==> src/logic/fpad_pkg.sv <==
// Behaviour
// writing one to soft reset clears control and system registers; bit self-clears. The code keeps endian_sel over soft reset.
// soft reset clears latched transmit and receive error flags.
// host requests soft reset only once the phy is operational.
// host writes are ignored until at least one read after reset or wake.
// transmit size is total transmit space in kilobytes; status queue fixed 512 bytes.
// transmit data queue is total transmit space minus the status queue.
// total receive space is 16384 bytes minus total transmit space.
// receive status queue is one sixteenth of receive space; data queue the rest.
// software programs transmit size only from 2 through 14.
// receive data queue reads full four doublewords before its length.
// fixed staging buffers of 2k bytes transmit and 128 bytes receive.
// transmit staging buffer refills from the data queue as space frees.
// receive data goes staging buffer then data queue; waits in staging when full.
// on receive staging overrun drop later frames and count each lost frame.
// staging levels are hidden; reported queue levels exclude staging contents.
// writing bit 31 of receive datapath control skips to next frame; reads high meanwhile.
// host must not read the receive data queue while the skip bit is high.
// soft reset with phy down does not complete; timeout flag is set.
// transmit size is bits 19:16 of hardware configuration, reset value 5.
// change transmit size only while all queues are empty.
package fpad_pkg;
   localparam logic [7:0] fpad_addr_hardware_configuration = 8'h74;
   localparam logic [7:0] fpad_addr_receive_datapath_control = 8'h78;
   localparam logic [7:0] fpad_addr_rx_info = 8'h7c;
   localparam logic [7:0] fpad_addr_tx_info = 8'h80;
   localparam logic [7:0] fpad_addr_drop_cnt = 8'ha0;
   localparam logic [7:0] fpad_addr_err = 8'ha4;
   localparam int fpad_soft_reset_request_bit = 0;
   localparam int fpad_soft_reset_timeout_flag_bit = 1;
   localparam int fpad_txsz_lsb = 16;
   localparam int fpad_mbo_bit = 20;
   localparam int fpad_endian_lsb = 28;
   localparam int fpad_ffwd_bit = 31;
   localparam logic [3:0] fpad_txsz_reset = 4'h5;
   localparam logic [3:0] fpad_txsz_min = 4'h2;
   localparam logic [3:0] fpad_txsz_max = 4'he;
   localparam logic [15:0] fpad_total_bytes = 16'h4000;
   localparam logic [15:0] fpad_tx_stat_bytes = 16'h0200;
   localparam logic [15:0] fpad_rx_full_margin = 16'h0010;
   localparam int fpad_tx_stage_bytes = 2048;
   localparam int fpad_rx_stage_bytes = 128;
   localparam real fpad_clk_mhz = 20.0;
   localparam real fpad_soft_reset_timeout_flag_us = 100.0;
   localparam int fpad_soft_reset_timeout_flag_cycles = $rtoi(fpad_soft_reset_timeout_flag_us * fpad_clk_mhz);
endpackage

==> src/logic/fpad_stage.sv <==
`timescale 1ns/1ps
// fixed staging byte counter between a source and a sink
module fpad_stage #(
   parameter int depth = 128
) (
   input wire logic clk_sys,
   input wire logic resetn,
   input wire logic ce,
   input wire logic clear,
   input wire logic put,
   input wire logic take,
   output logic [15:0] level,
   output logic room,
   output logic avail
);
   always_comb
   begin
      room = (level < 16'(depth));
      avail = (level != 16'h0000);
   end

   always_ff @(posedge clk_sys)
   begin
      if (!resetn || (ce && clear))
         level <= 16'h0000;
      else if (ce)
         level <= level + 16'(put && room) - 16'(take && avail);
   end
endmodule

==> src/logic/fpad_top.sv <==
`timescale 1ns/1ps
module fpad_top #(
   parameter int soft_reset_timeout_flag_cycles = fpad_pkg::fpad_soft_reset_timeout_flag_cycles,
   parameter int tx_stage_depth = fpad_pkg::fpad_tx_stage_bytes,
   parameter int rx_stage_depth = fpad_pkg::fpad_rx_stage_bytes
) (
   input wire logic clk_sys,
   input wire logic resetn,
   input wire logic ce,
   input wire logic [7:0] addr,
   input wire logic [31:0] wdata,
   input wire logic wr,
   input wire logic rd,
   output logic [31:0] rdata,
   input wire logic phy_ready,
   input wire logic wake_event,
   input wire logic tx_q_wr,
   input wire logic tx_stat_wr,
   input wire logic tx_stat_rd,
   input wire logic mac_tx_take,
   input wire logic mac_rx_put,
   input wire logic mac_rx_sof,
   input wire logic rx_q_rd,
   input wire logic rx_stat_wr,
   input wire logic rx_stat_rd,
   input wire logic rx_frame_end,
   input wire logic tx_err_in,
   input wire logic rx_err_in,
   output logic [15:0] tx_data_bytes,
   output logic [15:0] tx_stat_bytes,
   output logic [15:0] rx_data_bytes,
   output logic [15:0] rx_stat_bytes,
   output logic rx_q_full,
   output logic tx_q_full,
   output logic mac_tx_avail,
   output logic mac_rx_room,
   output logic soft_reset_pulse,
   output logic [1:0] endian_sel
);
   typedef enum logic [1:0] {fpad_idle, fpad_wait_phy, fpad_done} fpad_soft_reset_request_t;

   fpad_soft_reset_request_t soft_reset_request_state;
   logic armed;
   logic [3:0] transmit_allocation_size;
   logic mbo;
   logic soft_reset_timeout_flag;
   logic receive_frame_skip;
   logic transmit_error_flag;
   logic receive_error_flag;
   logic [31:0] drop_count;
   logic [15:0] tx_q_level;
   logic [15:0] rx_q_level;
   logic [7:0] tx_stat_level;
   logic [7:0] rx_stat_level;
   logic [31:0] soft_reset_request_cnt;
   logic dropping;
   logic soft_clear;
   logic wr_ok;
   logic [15:0] tx_stage_level;
   logic [15:0] rx_stage_level;
   logic tx_stage_room;
   logic rx_stage_avail;
   logic tx_move;
   logic rx_move;

   function automatic logic [15:0] fpad_kbytes(input logic [3:0] sz);
      fpad_kbytes = {2'b00, sz, 10'h000};
   endfunction


   always_comb
   begin
      tx_stat_bytes = fpad_pkg::fpad_tx_stat_bytes;
      tx_data_bytes = fpad_kbytes(transmit_allocation_size) - fpad_pkg::fpad_tx_stat_bytes;
      rx_stat_bytes = (fpad_pkg::fpad_total_bytes - fpad_kbytes(transmit_allocation_size)) >> 4;
      rx_data_bytes = fpad_pkg::fpad_total_bytes - fpad_kbytes(transmit_allocation_size)
         - rx_stat_bytes;
   end


   assign rx_q_full = (rx_q_level + fpad_pkg::fpad_rx_full_margin >= rx_data_bytes);
   assign tx_q_full = (tx_q_level >= tx_data_bytes);
   assign soft_clear = ce && wr && wr_ok && addr == fpad_pkg::fpad_addr_hardware_configuration
      && wdata[fpad_pkg::fpad_soft_reset_request_bit] && soft_reset_request_state == fpad_idle;
   assign soft_reset_pulse = (soft_reset_request_state == fpad_done);

   assign wr_ok = armed;

   // write gate: armed after a read, dropped again by reset or wake
   always_ff @(posedge clk_sys)
   begin
      if (!resetn)
         armed <= 1'b0;
      else if (ce)
      begin
         if (wake_event || soft_reset_pulse)
            armed <= 1'b0;
         else if (rd)
            armed <= 1'b1;
      end
   end

   // soft reset sequencer waits for the phy, else times out
   always_ff @(posedge clk_sys)
   begin
      if (!resetn)
      begin
         soft_reset_request_state <= fpad_idle;
         soft_reset_request_cnt <= 32'h0;
         soft_reset_timeout_flag <= 1'b0;
      end
      else if (ce)
      begin
         unique case (soft_reset_request_state)
            fpad_idle:
            begin
               soft_reset_request_cnt <= 32'h0;
               if (soft_clear)
               begin
                  soft_reset_request_state <= fpad_wait_phy;
                  soft_reset_timeout_flag <= 1'b0;
               end
            end
            fpad_wait_phy:
            begin
               soft_reset_request_cnt <= soft_reset_request_cnt + 32'h1;
               if (phy_ready)
                  soft_reset_request_state <= fpad_done;
               else if (soft_reset_request_cnt >= 32'(soft_reset_timeout_flag_cycles - 1))
               begin
                  soft_reset_request_state <= fpad_idle;
                  soft_reset_timeout_flag <= 1'b1;
               end
            end
            fpad_done:
               soft_reset_request_state <= fpad_idle;
         endcase
      end
   end

   // configuration, with kept bits surviving soft reset
   always_ff @(posedge clk_sys)
   begin
      if (!resetn)
      begin
         transmit_allocation_size <= fpad_pkg::fpad_txsz_reset;
         mbo <= 1'b0;
         endian_sel <= 2'b00;
      end
      else if (ce)
      begin
         if (soft_reset_pulse)
         begin
            transmit_allocation_size <= fpad_pkg::fpad_txsz_reset;
            mbo <= 1'b0;
         end
         else if (wr && wr_ok && addr == fpad_pkg::fpad_addr_hardware_configuration)
         begin

            if (wdata[fpad_pkg::fpad_txsz_lsb +: 4] >= fpad_pkg::fpad_txsz_min
               && wdata[fpad_pkg::fpad_txsz_lsb +: 4] <= fpad_pkg::fpad_txsz_max)
               transmit_allocation_size <= wdata[fpad_pkg::fpad_txsz_lsb +: 4];
            mbo <= wdata[fpad_pkg::fpad_mbo_bit];
            endian_sel <= wdata[fpad_pkg::fpad_endian_lsb +: 2];
         end
      end
   end

   // latched errors, set wins over soft clear
   always_ff @(posedge clk_sys)
   begin
      if (!resetn)
      begin
         transmit_error_flag <= 1'b0;
         receive_error_flag <= 1'b0;
      end
      else if (ce)
      begin
         transmit_error_flag <= tx_err_in || (transmit_error_flag && !soft_reset_pulse);
         receive_error_flag <= rx_err_in || (receive_error_flag && !soft_reset_pulse);
      end
   end

   // staging buffers
   fpad_stage #(.depth(tx_stage_depth)) u_tx_stage (
      .clk_sys(clk_sys),
      .resetn(resetn),
      .ce(ce),
      .clear(soft_reset_pulse),
      .put(tx_move),
      .take(mac_tx_take),
      .level(tx_stage_level),
      .room(tx_stage_room),
      .avail(mac_tx_avail)
   );

   fpad_stage #(.depth(rx_stage_depth)) u_rx_stage (
      .clk_sys(clk_sys),
      .resetn(resetn),
      .ce(ce),
      .clear(soft_reset_pulse),
      .put(mac_rx_put && !dropping),
      .take(rx_move),
      .level(rx_stage_level),
      .room(mac_rx_room),
      .avail(rx_stage_avail)
   );

   assign tx_move = tx_stage_room && (tx_q_level != 16'h0);
   assign rx_move = rx_stage_avail && !rx_q_full;

   // host queue levels exclude staging contents
   always_ff @(posedge clk_sys)
   begin
      if (!resetn)
      begin
         tx_q_level <= 16'h0;
         rx_q_level <= 16'h0;
         tx_stat_level <= 8'h0;
         rx_stat_level <= 8'h0;
      end
      else if (ce)
      begin
         if (soft_reset_pulse)
         begin
            tx_q_level <= 16'h0;
            rx_q_level <= 16'h0;
            tx_stat_level <= 8'h0;
            rx_stat_level <= 8'h0;
         end
         else
         begin
            tx_q_level <= tx_q_level + 16'(tx_q_wr && !tx_q_full) - 16'(tx_move);
            if (receive_frame_skip && rx_frame_end)
               rx_q_level <= 16'h0;
            else
               rx_q_level <= rx_q_level + 16'(rx_move)
                  - 16'(rx_q_rd && rx_q_level != 16'h0 && !receive_frame_skip);
            tx_stat_level <= tx_stat_level + 8'(tx_stat_wr) - 8'(tx_stat_rd && tx_stat_level != 8'h0);
            rx_stat_level <= rx_stat_level + 8'(rx_stat_wr) - 8'(rx_stat_rd && rx_stat_level != 8'h0);
         end
      end
   end

   // frame skip bit holds high until the frame end is reached
   always_ff @(posedge clk_sys)
   begin
      if (!resetn)
         receive_frame_skip <= 1'b0;
      else if (ce)
      begin
         if (soft_reset_pulse || (receive_frame_skip && rx_frame_end))
            receive_frame_skip <= 1'b0;
         else if (wr && wr_ok && addr == fpad_pkg::fpad_addr_receive_datapath_control
            && wdata[fpad_pkg::fpad_ffwd_bit])
            receive_frame_skip <= 1'b1;
      end
   end

   // overrun drop: lose the rest of the overrun frame and whole later frames, count each one
   always_ff @(posedge clk_sys)
   begin
      if (!resetn)
      begin
         dropping <= 1'b0;
         drop_count <= 32'h0;
      end
      else if (ce)
      begin
         if (soft_reset_pulse)
         begin
            dropping <= 1'b0;
            drop_count <= 32'h0;
         end
         else if (mac_rx_sof)
         begin
            dropping <= !mac_rx_room;
            if (!mac_rx_room)
               drop_count <= drop_count + 32'h1;
         end
         else if (mac_rx_put && !mac_rx_room && !dropping)
         begin
            dropping <= 1'b1;
            drop_count <= drop_count + 32'h1;
         end
      end
   end

   // read data
   always_ff @(posedge clk_sys)
   begin
      if (!resetn)
         rdata <= 32'h0;
      else if (ce)
      begin
         rdata <= 32'h0;
         if (rd)
         begin
            unique case (addr)
               fpad_pkg::fpad_addr_hardware_configuration:
                  rdata <= {1'b0, 1'b0, endian_sel, 7'h0, mbo, transmit_allocation_size,
                     14'h0, soft_reset_timeout_flag, 1'b0};
               fpad_pkg::fpad_addr_receive_datapath_control:
                  rdata <= {receive_frame_skip, 31'h0};
               fpad_pkg::fpad_addr_rx_info:
                  rdata <= {8'h0, rx_stat_level, rx_q_level};
               fpad_pkg::fpad_addr_tx_info:
                  rdata <= {8'h0, tx_stat_level, tx_data_bytes - tx_q_level};
               fpad_pkg::fpad_addr_drop_cnt:
                  rdata <= drop_count;
               fpad_pkg::fpad_addr_err:
                  rdata <= {30'h0, receive_error_flag, transmit_error_flag};
               default:
                  rdata <= 32'h0;
            endcase
         end
      end
   end
endmodule

==> config.mk <==
export PLATFORM = sky130hd
export DESIGN_NAME = fpad_top
export DESIGN_NICKNAME = d
export VERILOG_FILES = /design/src/logic/fpad_pkg.sv /design/src/logic/fpad_stage.sv /design/src/logic/fpad_top.sv
export SDC_FILE = /design/constraint.sdc
export NUM_CORES = 1
export LEC_CHECK = 0
export BUFFER_PORTS_ARGS = -buffer_cell sky130_fd_sc_hd__buf_2
export CAP_MARGIN = 20
export CORE_MARGIN = 5
export CORE_UTILIZATION = 60
export DETAILED_ROUTE_END_ITERATION = 6
export GPL_TIMING_DRIVEN = 0
export PLACE_DENSITY = 0.8
export SLEW_MARGIN = 20
export SYNTH_ARGS = -nofsm -noshare
export SYNTH_HDL_FRONTEND = slang
export SYNTH_SLANG_ARGS = --single-unit
==> constraint.sdc <==
create_clock -name clk_sys -period 7.05 [get_ports clk_sys]
set_clock_uncertainty 0.15 [all_clocks]
set_input_delay 0.3525 -clock clk_sys [delete_from_list [all_inputs] [get_ports clk_sys]]
set_output_delay 0.3525 -clock clk_sys [all_outputs]
set_load 0.01 [all_outputs]
After elaboration in Yosys (flattened, before gate mapping):

Cells that the tools add are included.

* input port bits: 59
* logic and storage cells: 154
* register bits: 191
* output and inout bits: 103

* reduce and logical (&&, ||, !) cells: 63
* add/sub/neg operators: 19
* bitwise gates (word level): 1
* $lt $le $gt $ge: 7
* muxes and demuxes: 32
* equal/unequal tests: 13

Operators by type and width (count)
* one-hot mux 32 bit (6 select lines): 1
* two-way mux 32 bit: 5
* adder 16 x 1 -> 16 bit: 4
* adder 32 x 1 -> 32 bit (second input constant): 2
* one-hot mux 32 bit (2 select lines): 1
* nonzero test 16 bit: 4
* subtractor 16 x 1 -> 16 bit: 4
* two-way mux 16 bit: 3
* greater-or-equal comparator 16 bit: 2
* greater-or-equal comparator 32 x 11 -> 1 bit (second input constant): 1
* logical AND 1 bit: 28
* == test 8 x 7 -> 1 bit (second input constant): 3
* == test 8 bit (second input constant): 3
* adder 16 x 5 -> 16 bit (second input constant): 1
* adder 8 x 1 -> 8 bit: 2
* less-than comparator 16 x 12 -> 1 bit (second input constant): 1
* less-than comparator 16 x 8 -> 1 bit (second input constant): 1
* two-way mux 8 bit: 2
* nonzero test 8 bit: 2
* subtractor 15 x 14 -> 16 bit (first input constant): 1
* subtractor 16 x 12 -> 16 bit: 1
* subtractor 16 bit: 1
* subtractor 8 x 1 -> 8 bit: 2
* subtractor 14 x 10 -> 15 bit (second input constant): 1
* other kinds (21): 59

Longest topological paths before layout:

* depth in word-level cells: 9
* depth in mapped cells: 28
* depth with buffers taken out: 27

Modules after synthesis:

A second synthesis with hierarchy kept.

* cell total of the unflattened synthesis: 1796
* area, all modules: 14256.2 um2

Modules (own cells, without submodules)
* fpad_top: area an instance 11214.5 um2, cells each 1424, instances 1
* fpad_stage at u_tx_stage: area an instance 1552.7 um2, cells each 188, instances 1
* fpad_stage at u_rx_stage: area an instance 1488.9 um2, cells each 184, instances 1

Worst setup path after synthesis:

OpenSTA, ideal clock, no wires.

* path kind: reg-to-reg
* from: register transmit_allocation_size[0]
* to: register u_rx_stage.level[10]
* clock period less this slack: 6040 ps
* data required time: 6783 ps
* path slack: 1010 ps
* data arrival time: 5773 ps
* library setup time: 117 ps
* buffers on the path: 1
* cell stages (with the launch flop): 28
* cells stage by stage: dfxtp_1 -> clkbuf_1 -> inv_1 -> ha_1 -> nor2b_1 -> nor2b_1 -> inv_1 -> ha_1 -> a311oi_1 -> a21oi_1 -> ha_1 -> nand2_1 -> nor2_1 -> a211oi_1 -> o21ai_0 -> a2111oi_0 -> o21bai_1 -> a21oi_1 -> ha_1 -> inv_1 -> ha_1 -> fa_1 -> a21oi_1 -> o21ai_1 -> a2111oi_0 -> nor2_1 -> a211o_1 -> a32o_1

* cells in the longest elaborated chain, start to end: 7

Ends and longest elaborated chain
* from (decl): line fpad_top.sv:44 `logic [3:0] transmit_allocation_size;`
* from (signal assigned): line fpad_top.sv:146 `transmit_allocation_size <= fpad_pkg::fpad_txsz_reset;`
* from (signal assigned): line fpad_top.sv:154 `transmit_allocation_size <= fpad_pkg::fpad_txsz_reset;`
* from (signal assigned): line fpad_top.sv:162 `transmit_allocation_size <= wdata[fpad_pkg::fpad_txsz_lsb +: 4];`
* subtractor 15 x 14 -> 16 bit: line fpad_top.sv:75 `rx_stat_bytes = (fpad_pkg::fpad_total_bytes - fpad_kbytes(transmit_allocation_size)) >> 4;`
* via rx_stat_bytes[10]: line fpad_top.sv:32 `output logic [15:0] rx_stat_bytes,`
* subtractor 16 x 12 -> 16 bit: line fpad_top.sv:77 `- rx_stat_bytes;`
* greater-or-equal comparator 16 bit: line fpad_top.sv:81 `assign rx_q_full = (rx_q_level + fpad_pkg::fpad_rx_full_margin >= rx_data_bytes);`
* via rx_q_full: line fpad_top.sv:33 `output logic rx_q_full,`
* logical NOT 1 bit: line fpad_top.sv:210 `assign rx_move = rx_stage_avail && !rx_q_full;`
* logical AND 1 bit: line fpad_top.sv:210
* logical AND 1 bit: line fpad_stage.sv:27 `level <= level + 16'(put && room) - 16'(take && avail);`
* subtractor 16 x 1 -> 16 bit: line fpad_stage.sv:27
* to (signal assigned): line fpad_stage.sv:27
* to (decl): line fpad_stage.sv:12 `output logic [15:0] level,`

The timed path passes the listed nets, and every way through them passes these cells.
A chain may end at the register's enable or synchronous reset.

Worst setup path in the final report:

* from: register transmit_allocation_size[0]
* to: register rx_q_level[14]

* cells in the longest elaborated chain, start to end: 9

Ends and longest elaborated chain
* subtractor 15 x 14 -> 16 bit: line fpad_top.sv:75, fpad_top.sv:76
* subtractor 16 x 12 -> 16 bit: line fpad_top.sv:77
* greater-or-equal comparator 16 bit: line fpad_top.sv:81
* logical NOT 1 bit: line fpad_top.sv:210
* logical AND 1 bit: line fpad_top.sv:210
* adder 16 x 1 -> 16 bit: line fpad_top.sv:237 `rx_q_level <= rx_q_level + 16'(rx_move)`
* subtractor 16 x 1 -> 16 bit: line fpad_top.sv:238 `- 16'(rx_q_rd && rx_q_level != 16'h0 && !receive_frame_skip);`
* two-way mux 16 bit: line fpad_top.sv:234 `if (receive_frame_skip && rx_frame_end)`
* two-way mux 16 bit: line fpad_top.sv:224 `if (soft_reset_pulse)`
* to (signal assigned): line fpad_top.sv:237
* to (decl): line fpad_top.sv:52 `logic [15:0] rx_q_level;`

No other way between the ends.

==> flow_summary.json <==
{
  "status": "completed",
  "antenna_found_initial": 0,
  "worstPathRequired_ns": 7.30,
  "synth_top_area_cell": "dfxtp_1",
  "fill_cells": 1899,
  "grt_pass1_wl_mm": 65.5,
  "start_util_pct": 61.2,
  "slew-limit-headroom_pct": 33.5,
  "vdd_drop_max_mv": 0.208,
  "ff_latch_area_sq_um": 3820,
  "ant_nets": 0,
  "ys.flop_type": "dfxtp_1",
  "clock_path_buffers": 2,
  "p_sw_share_pct": 45.7,
  "setup_viol_count_final": 0,
  "ys_warn_count": 0,
  "num_io_pins": 162,
  "multi_input_area_sq_um": 9040,
  "crit_type": "flip-flop to flip-flop",
  "power_frac_comb_pct": 60.0,
  "pwr-share-seq_pct": 23.5,
  "first_pass_iters": 6,
  "die_h_microns": 162,
  "clock-root-buffer": "clkbuf_16",
  "synth_seq_area_share_pct": 27.5,
  "synth.avg_cell_area_sq_um": 7.81,
  "vias": 13700,
  "place_congestion": 0.985,
  "grt_max_degree": 23,
  "postSynthCellCount": 1778,
  "clockPowerShare_pct": 16.6,
  "power.density_nw_per_um2": 399,
  "synth_cell_types": 85,
  "routed_wl_mm": 41.9,
  "worstMarginPinSlew_ns": 0.997,
  "numCtsBuffers": 17,
  "netlist_area_sq_um": 13900,
  "ys_async_sr_fraction_pct": 0,
  "hold_class": "primary input to flip-flop",
  "fin_crit_sh_pct": 95.9,
  "yosysMostFrequentCell": "nor2_1",
  "leakage_uw": 0.00655,
  "die_w_microns": 162,
  "crit_fanout": 8,
  "endpoint_kind": "flip-flop",
  "synth_area_leaders": "dfxtp_1, ha_1, a21oi_1, nor2_1, xnor2_1",
  "cp-start-kind": "flip-flop",
  "worstPathArrival_ns": 7.01,
  "power_uw": 6210,
  "grt_setup_unrepaired": "false",
  "rows": 55,
  "placement.io_buffers": 93,
  "finalMaxSlewViolations": 0,
  "dieArea_sq_um": 26300,
  "total_switching_power_uw": 2840,
  "final_nets": 2155,
  "drtIter0Drc": 1563,
  "p_int_uw": 3370,
  "cts_max_level": 4,
  "clk_pin_slew_ns": 0.08,
  "cts_tree": "built",
  "grt.total_usage_pct": 30.7,
  "route.detailed.drc": 0,
  "clock_sinks": 191,
  "drive_gt1_share_pct": 11.6,
  "hpwl_mm": 31.9,
  "synth_top_area_share_pct": 27.5,
  "post_drt_via_cell_ratio": 6.13,
  "clk_latency_ns": 0.45,
  "coreArea_sq_um": 22700,
  "grt_pass1_vias": 12800,
  "finalHoldViolCount": 0,
  "grt-ovfl-total": 0,
  "min_period_ns": 6.76,
  "final_cells": 2234,
  "area_growth_syn_to_layout_pct": 12.2,
  "dp_cells": 2197,
  "wl_per_cell_microns": 18.7,
  "synth_seq_cells": 191,
  "synth_edf_count": 0,
  "fmax_ghz": 0.148,
  "max-cap-violations": 0,
  "diodes": 0,
  "yosys-top-cells-count": "nor2_1, dfxtp_1, inv_1"
}
## layer usage
metal	vias up	global-route usage (%)	part of all wire, %
met2	706	50.7	46
met1	6389	38.9	40
met4	0	14.1	4.8
met3	152	6.04	9.6
li1	6450	-	-
met5	-	0	0
## final cells by class
class                   count  share of cell area [%]
plain buffers             111                    3.91
clock buffers              17                    2.73
clock inverters            15                    1.29
inverters                 161                    3.88
multi-input cells        1356                    58.0
flip-flops and latches    191                    24.6
well taps                 285                    2.29
repair buffers             98                    3.29
## power groups by stage
stage	registers (uW)	logic [uW]	clock network [uW]
CTS	1450	3610	1030
global route	1480	4120	1080
floorplan	1400	2870	0
global placement	1470	3420	0
finish	1460	3720	1030
detailed placement	1470	3550	0
## worst max-delay path, cell delays in order, from the launching register on
cell	delay, ns
dfxtp_1	0.36
clkbuf_2	0.23
inv_1	0.25
ha_1	0.25
nor2b_1	0.20
nor2b_2	0.24
inv_1	0.08
ha_1	0.35
a311oi_1	0.10
a21oi_1	0.28
ha_1	0.31
nand2_1	0.08
nor2_1	0.04
a211oi_1	0.19
o21ai_0	0.14
a2111oi_2	0.43
o21bai_2	0.22
a21o_1	0.31
ha_1	0.32
inv_1	0.04
ha_1	0.22
fa_1	0.45
a21oi_1	0.26
o41ai_2	0.14
a211oi_2	0.31
a211oi_1	0.15
or4b_1	0.51
nand3_1	0.09
## cell usage in the layout, fill, tap and decap left out, types with 43 or more instances in the layout
cell type and count:
o21ai_0 105, buf_2 102, nand2_1 127, buf_4 47
a21oi_1 159, dfxtp_1 191, conb_1 43, xnor2_1 71
nand3_1 49, ha_1 154, inv_1 161, clkbuf_1 44
nor2_1 198
## repair_timing
action / CTS / global route
endpoints found under the hold margin: 3 / 1
hold buffers: 3 / 1
endpoints found under the setup margin: 3 / 13
setup buffers: 0 / 1
pin swaps: 0 / 1
gates resized for setup: 1 / 10
## registers in the layout (all words and copies together), names as in the netlist, 2 cells and up
register	cells
endian_sel	2
transmit_allocation_size	4
u_tx_stage.level	16
rdata	32
tx_stat_level	8
rx_stat_level	8
rx_q_level	16
u_rx_stage.level	16
soft_reset_request_cnt	32
soft_reset_request_state	2
drop_count	32
tx_q_level	16
## metrics by stage
step | hold slack, ns | setup slack, ns | setup TNS, ns | area [sq um] | util (%)
after floorplan | 0.275 | 1.01 | 0 | 14000 | -
after global placement | 0.285 | 0.218 | 0 | 14900 | 65.4
after detailed placement | 0.294 | -0.0724 | -0.138 | 14900 | 65.4
after CTS | 0.00570 | 0.0513 | 0 | 15500 | 68.3
after global routing | 0.0293 | 0.00843 | 0 | 15600 | 68.6
final | 0.0234 | 0.288 | 0 | 15600 | 68.6
## worst paths after layout
| path | cells after the start | slack [ns] | start | to |
|---|---|---|---|---|
| worst max-delay path | 27 | 0.29 | transmit_allocation_size[0] | rx_q_level[14] |
| worst min register to register | 2 | 0.31 | tx_q_level[15] | tx_q_level[15] |
| worst min-delay path | 3 | 0.02 | rx_err_in | receive_error_flag |
| worst max register to register | 27 | 0.29 | transmit_allocation_size[0] | rx_q_level[14] |
## logic make-up (layout without fill, tap and decap cells)
kind of cell    Yosys count  after routing  share of synthesized area (%)
compound gates          459            459                           21.0
other cells               2             43                         0.0541
flops                   191            191                           27.5
buf+inv                 272            402                           8.73
xor+xnor                113            113                           7.13
mux                      17             17                           1.23
simple gates            564            564                           19.6
fa+ha+maj               160            160                           14.7
No activity file was read; power rests on OpenSTA's default activity.
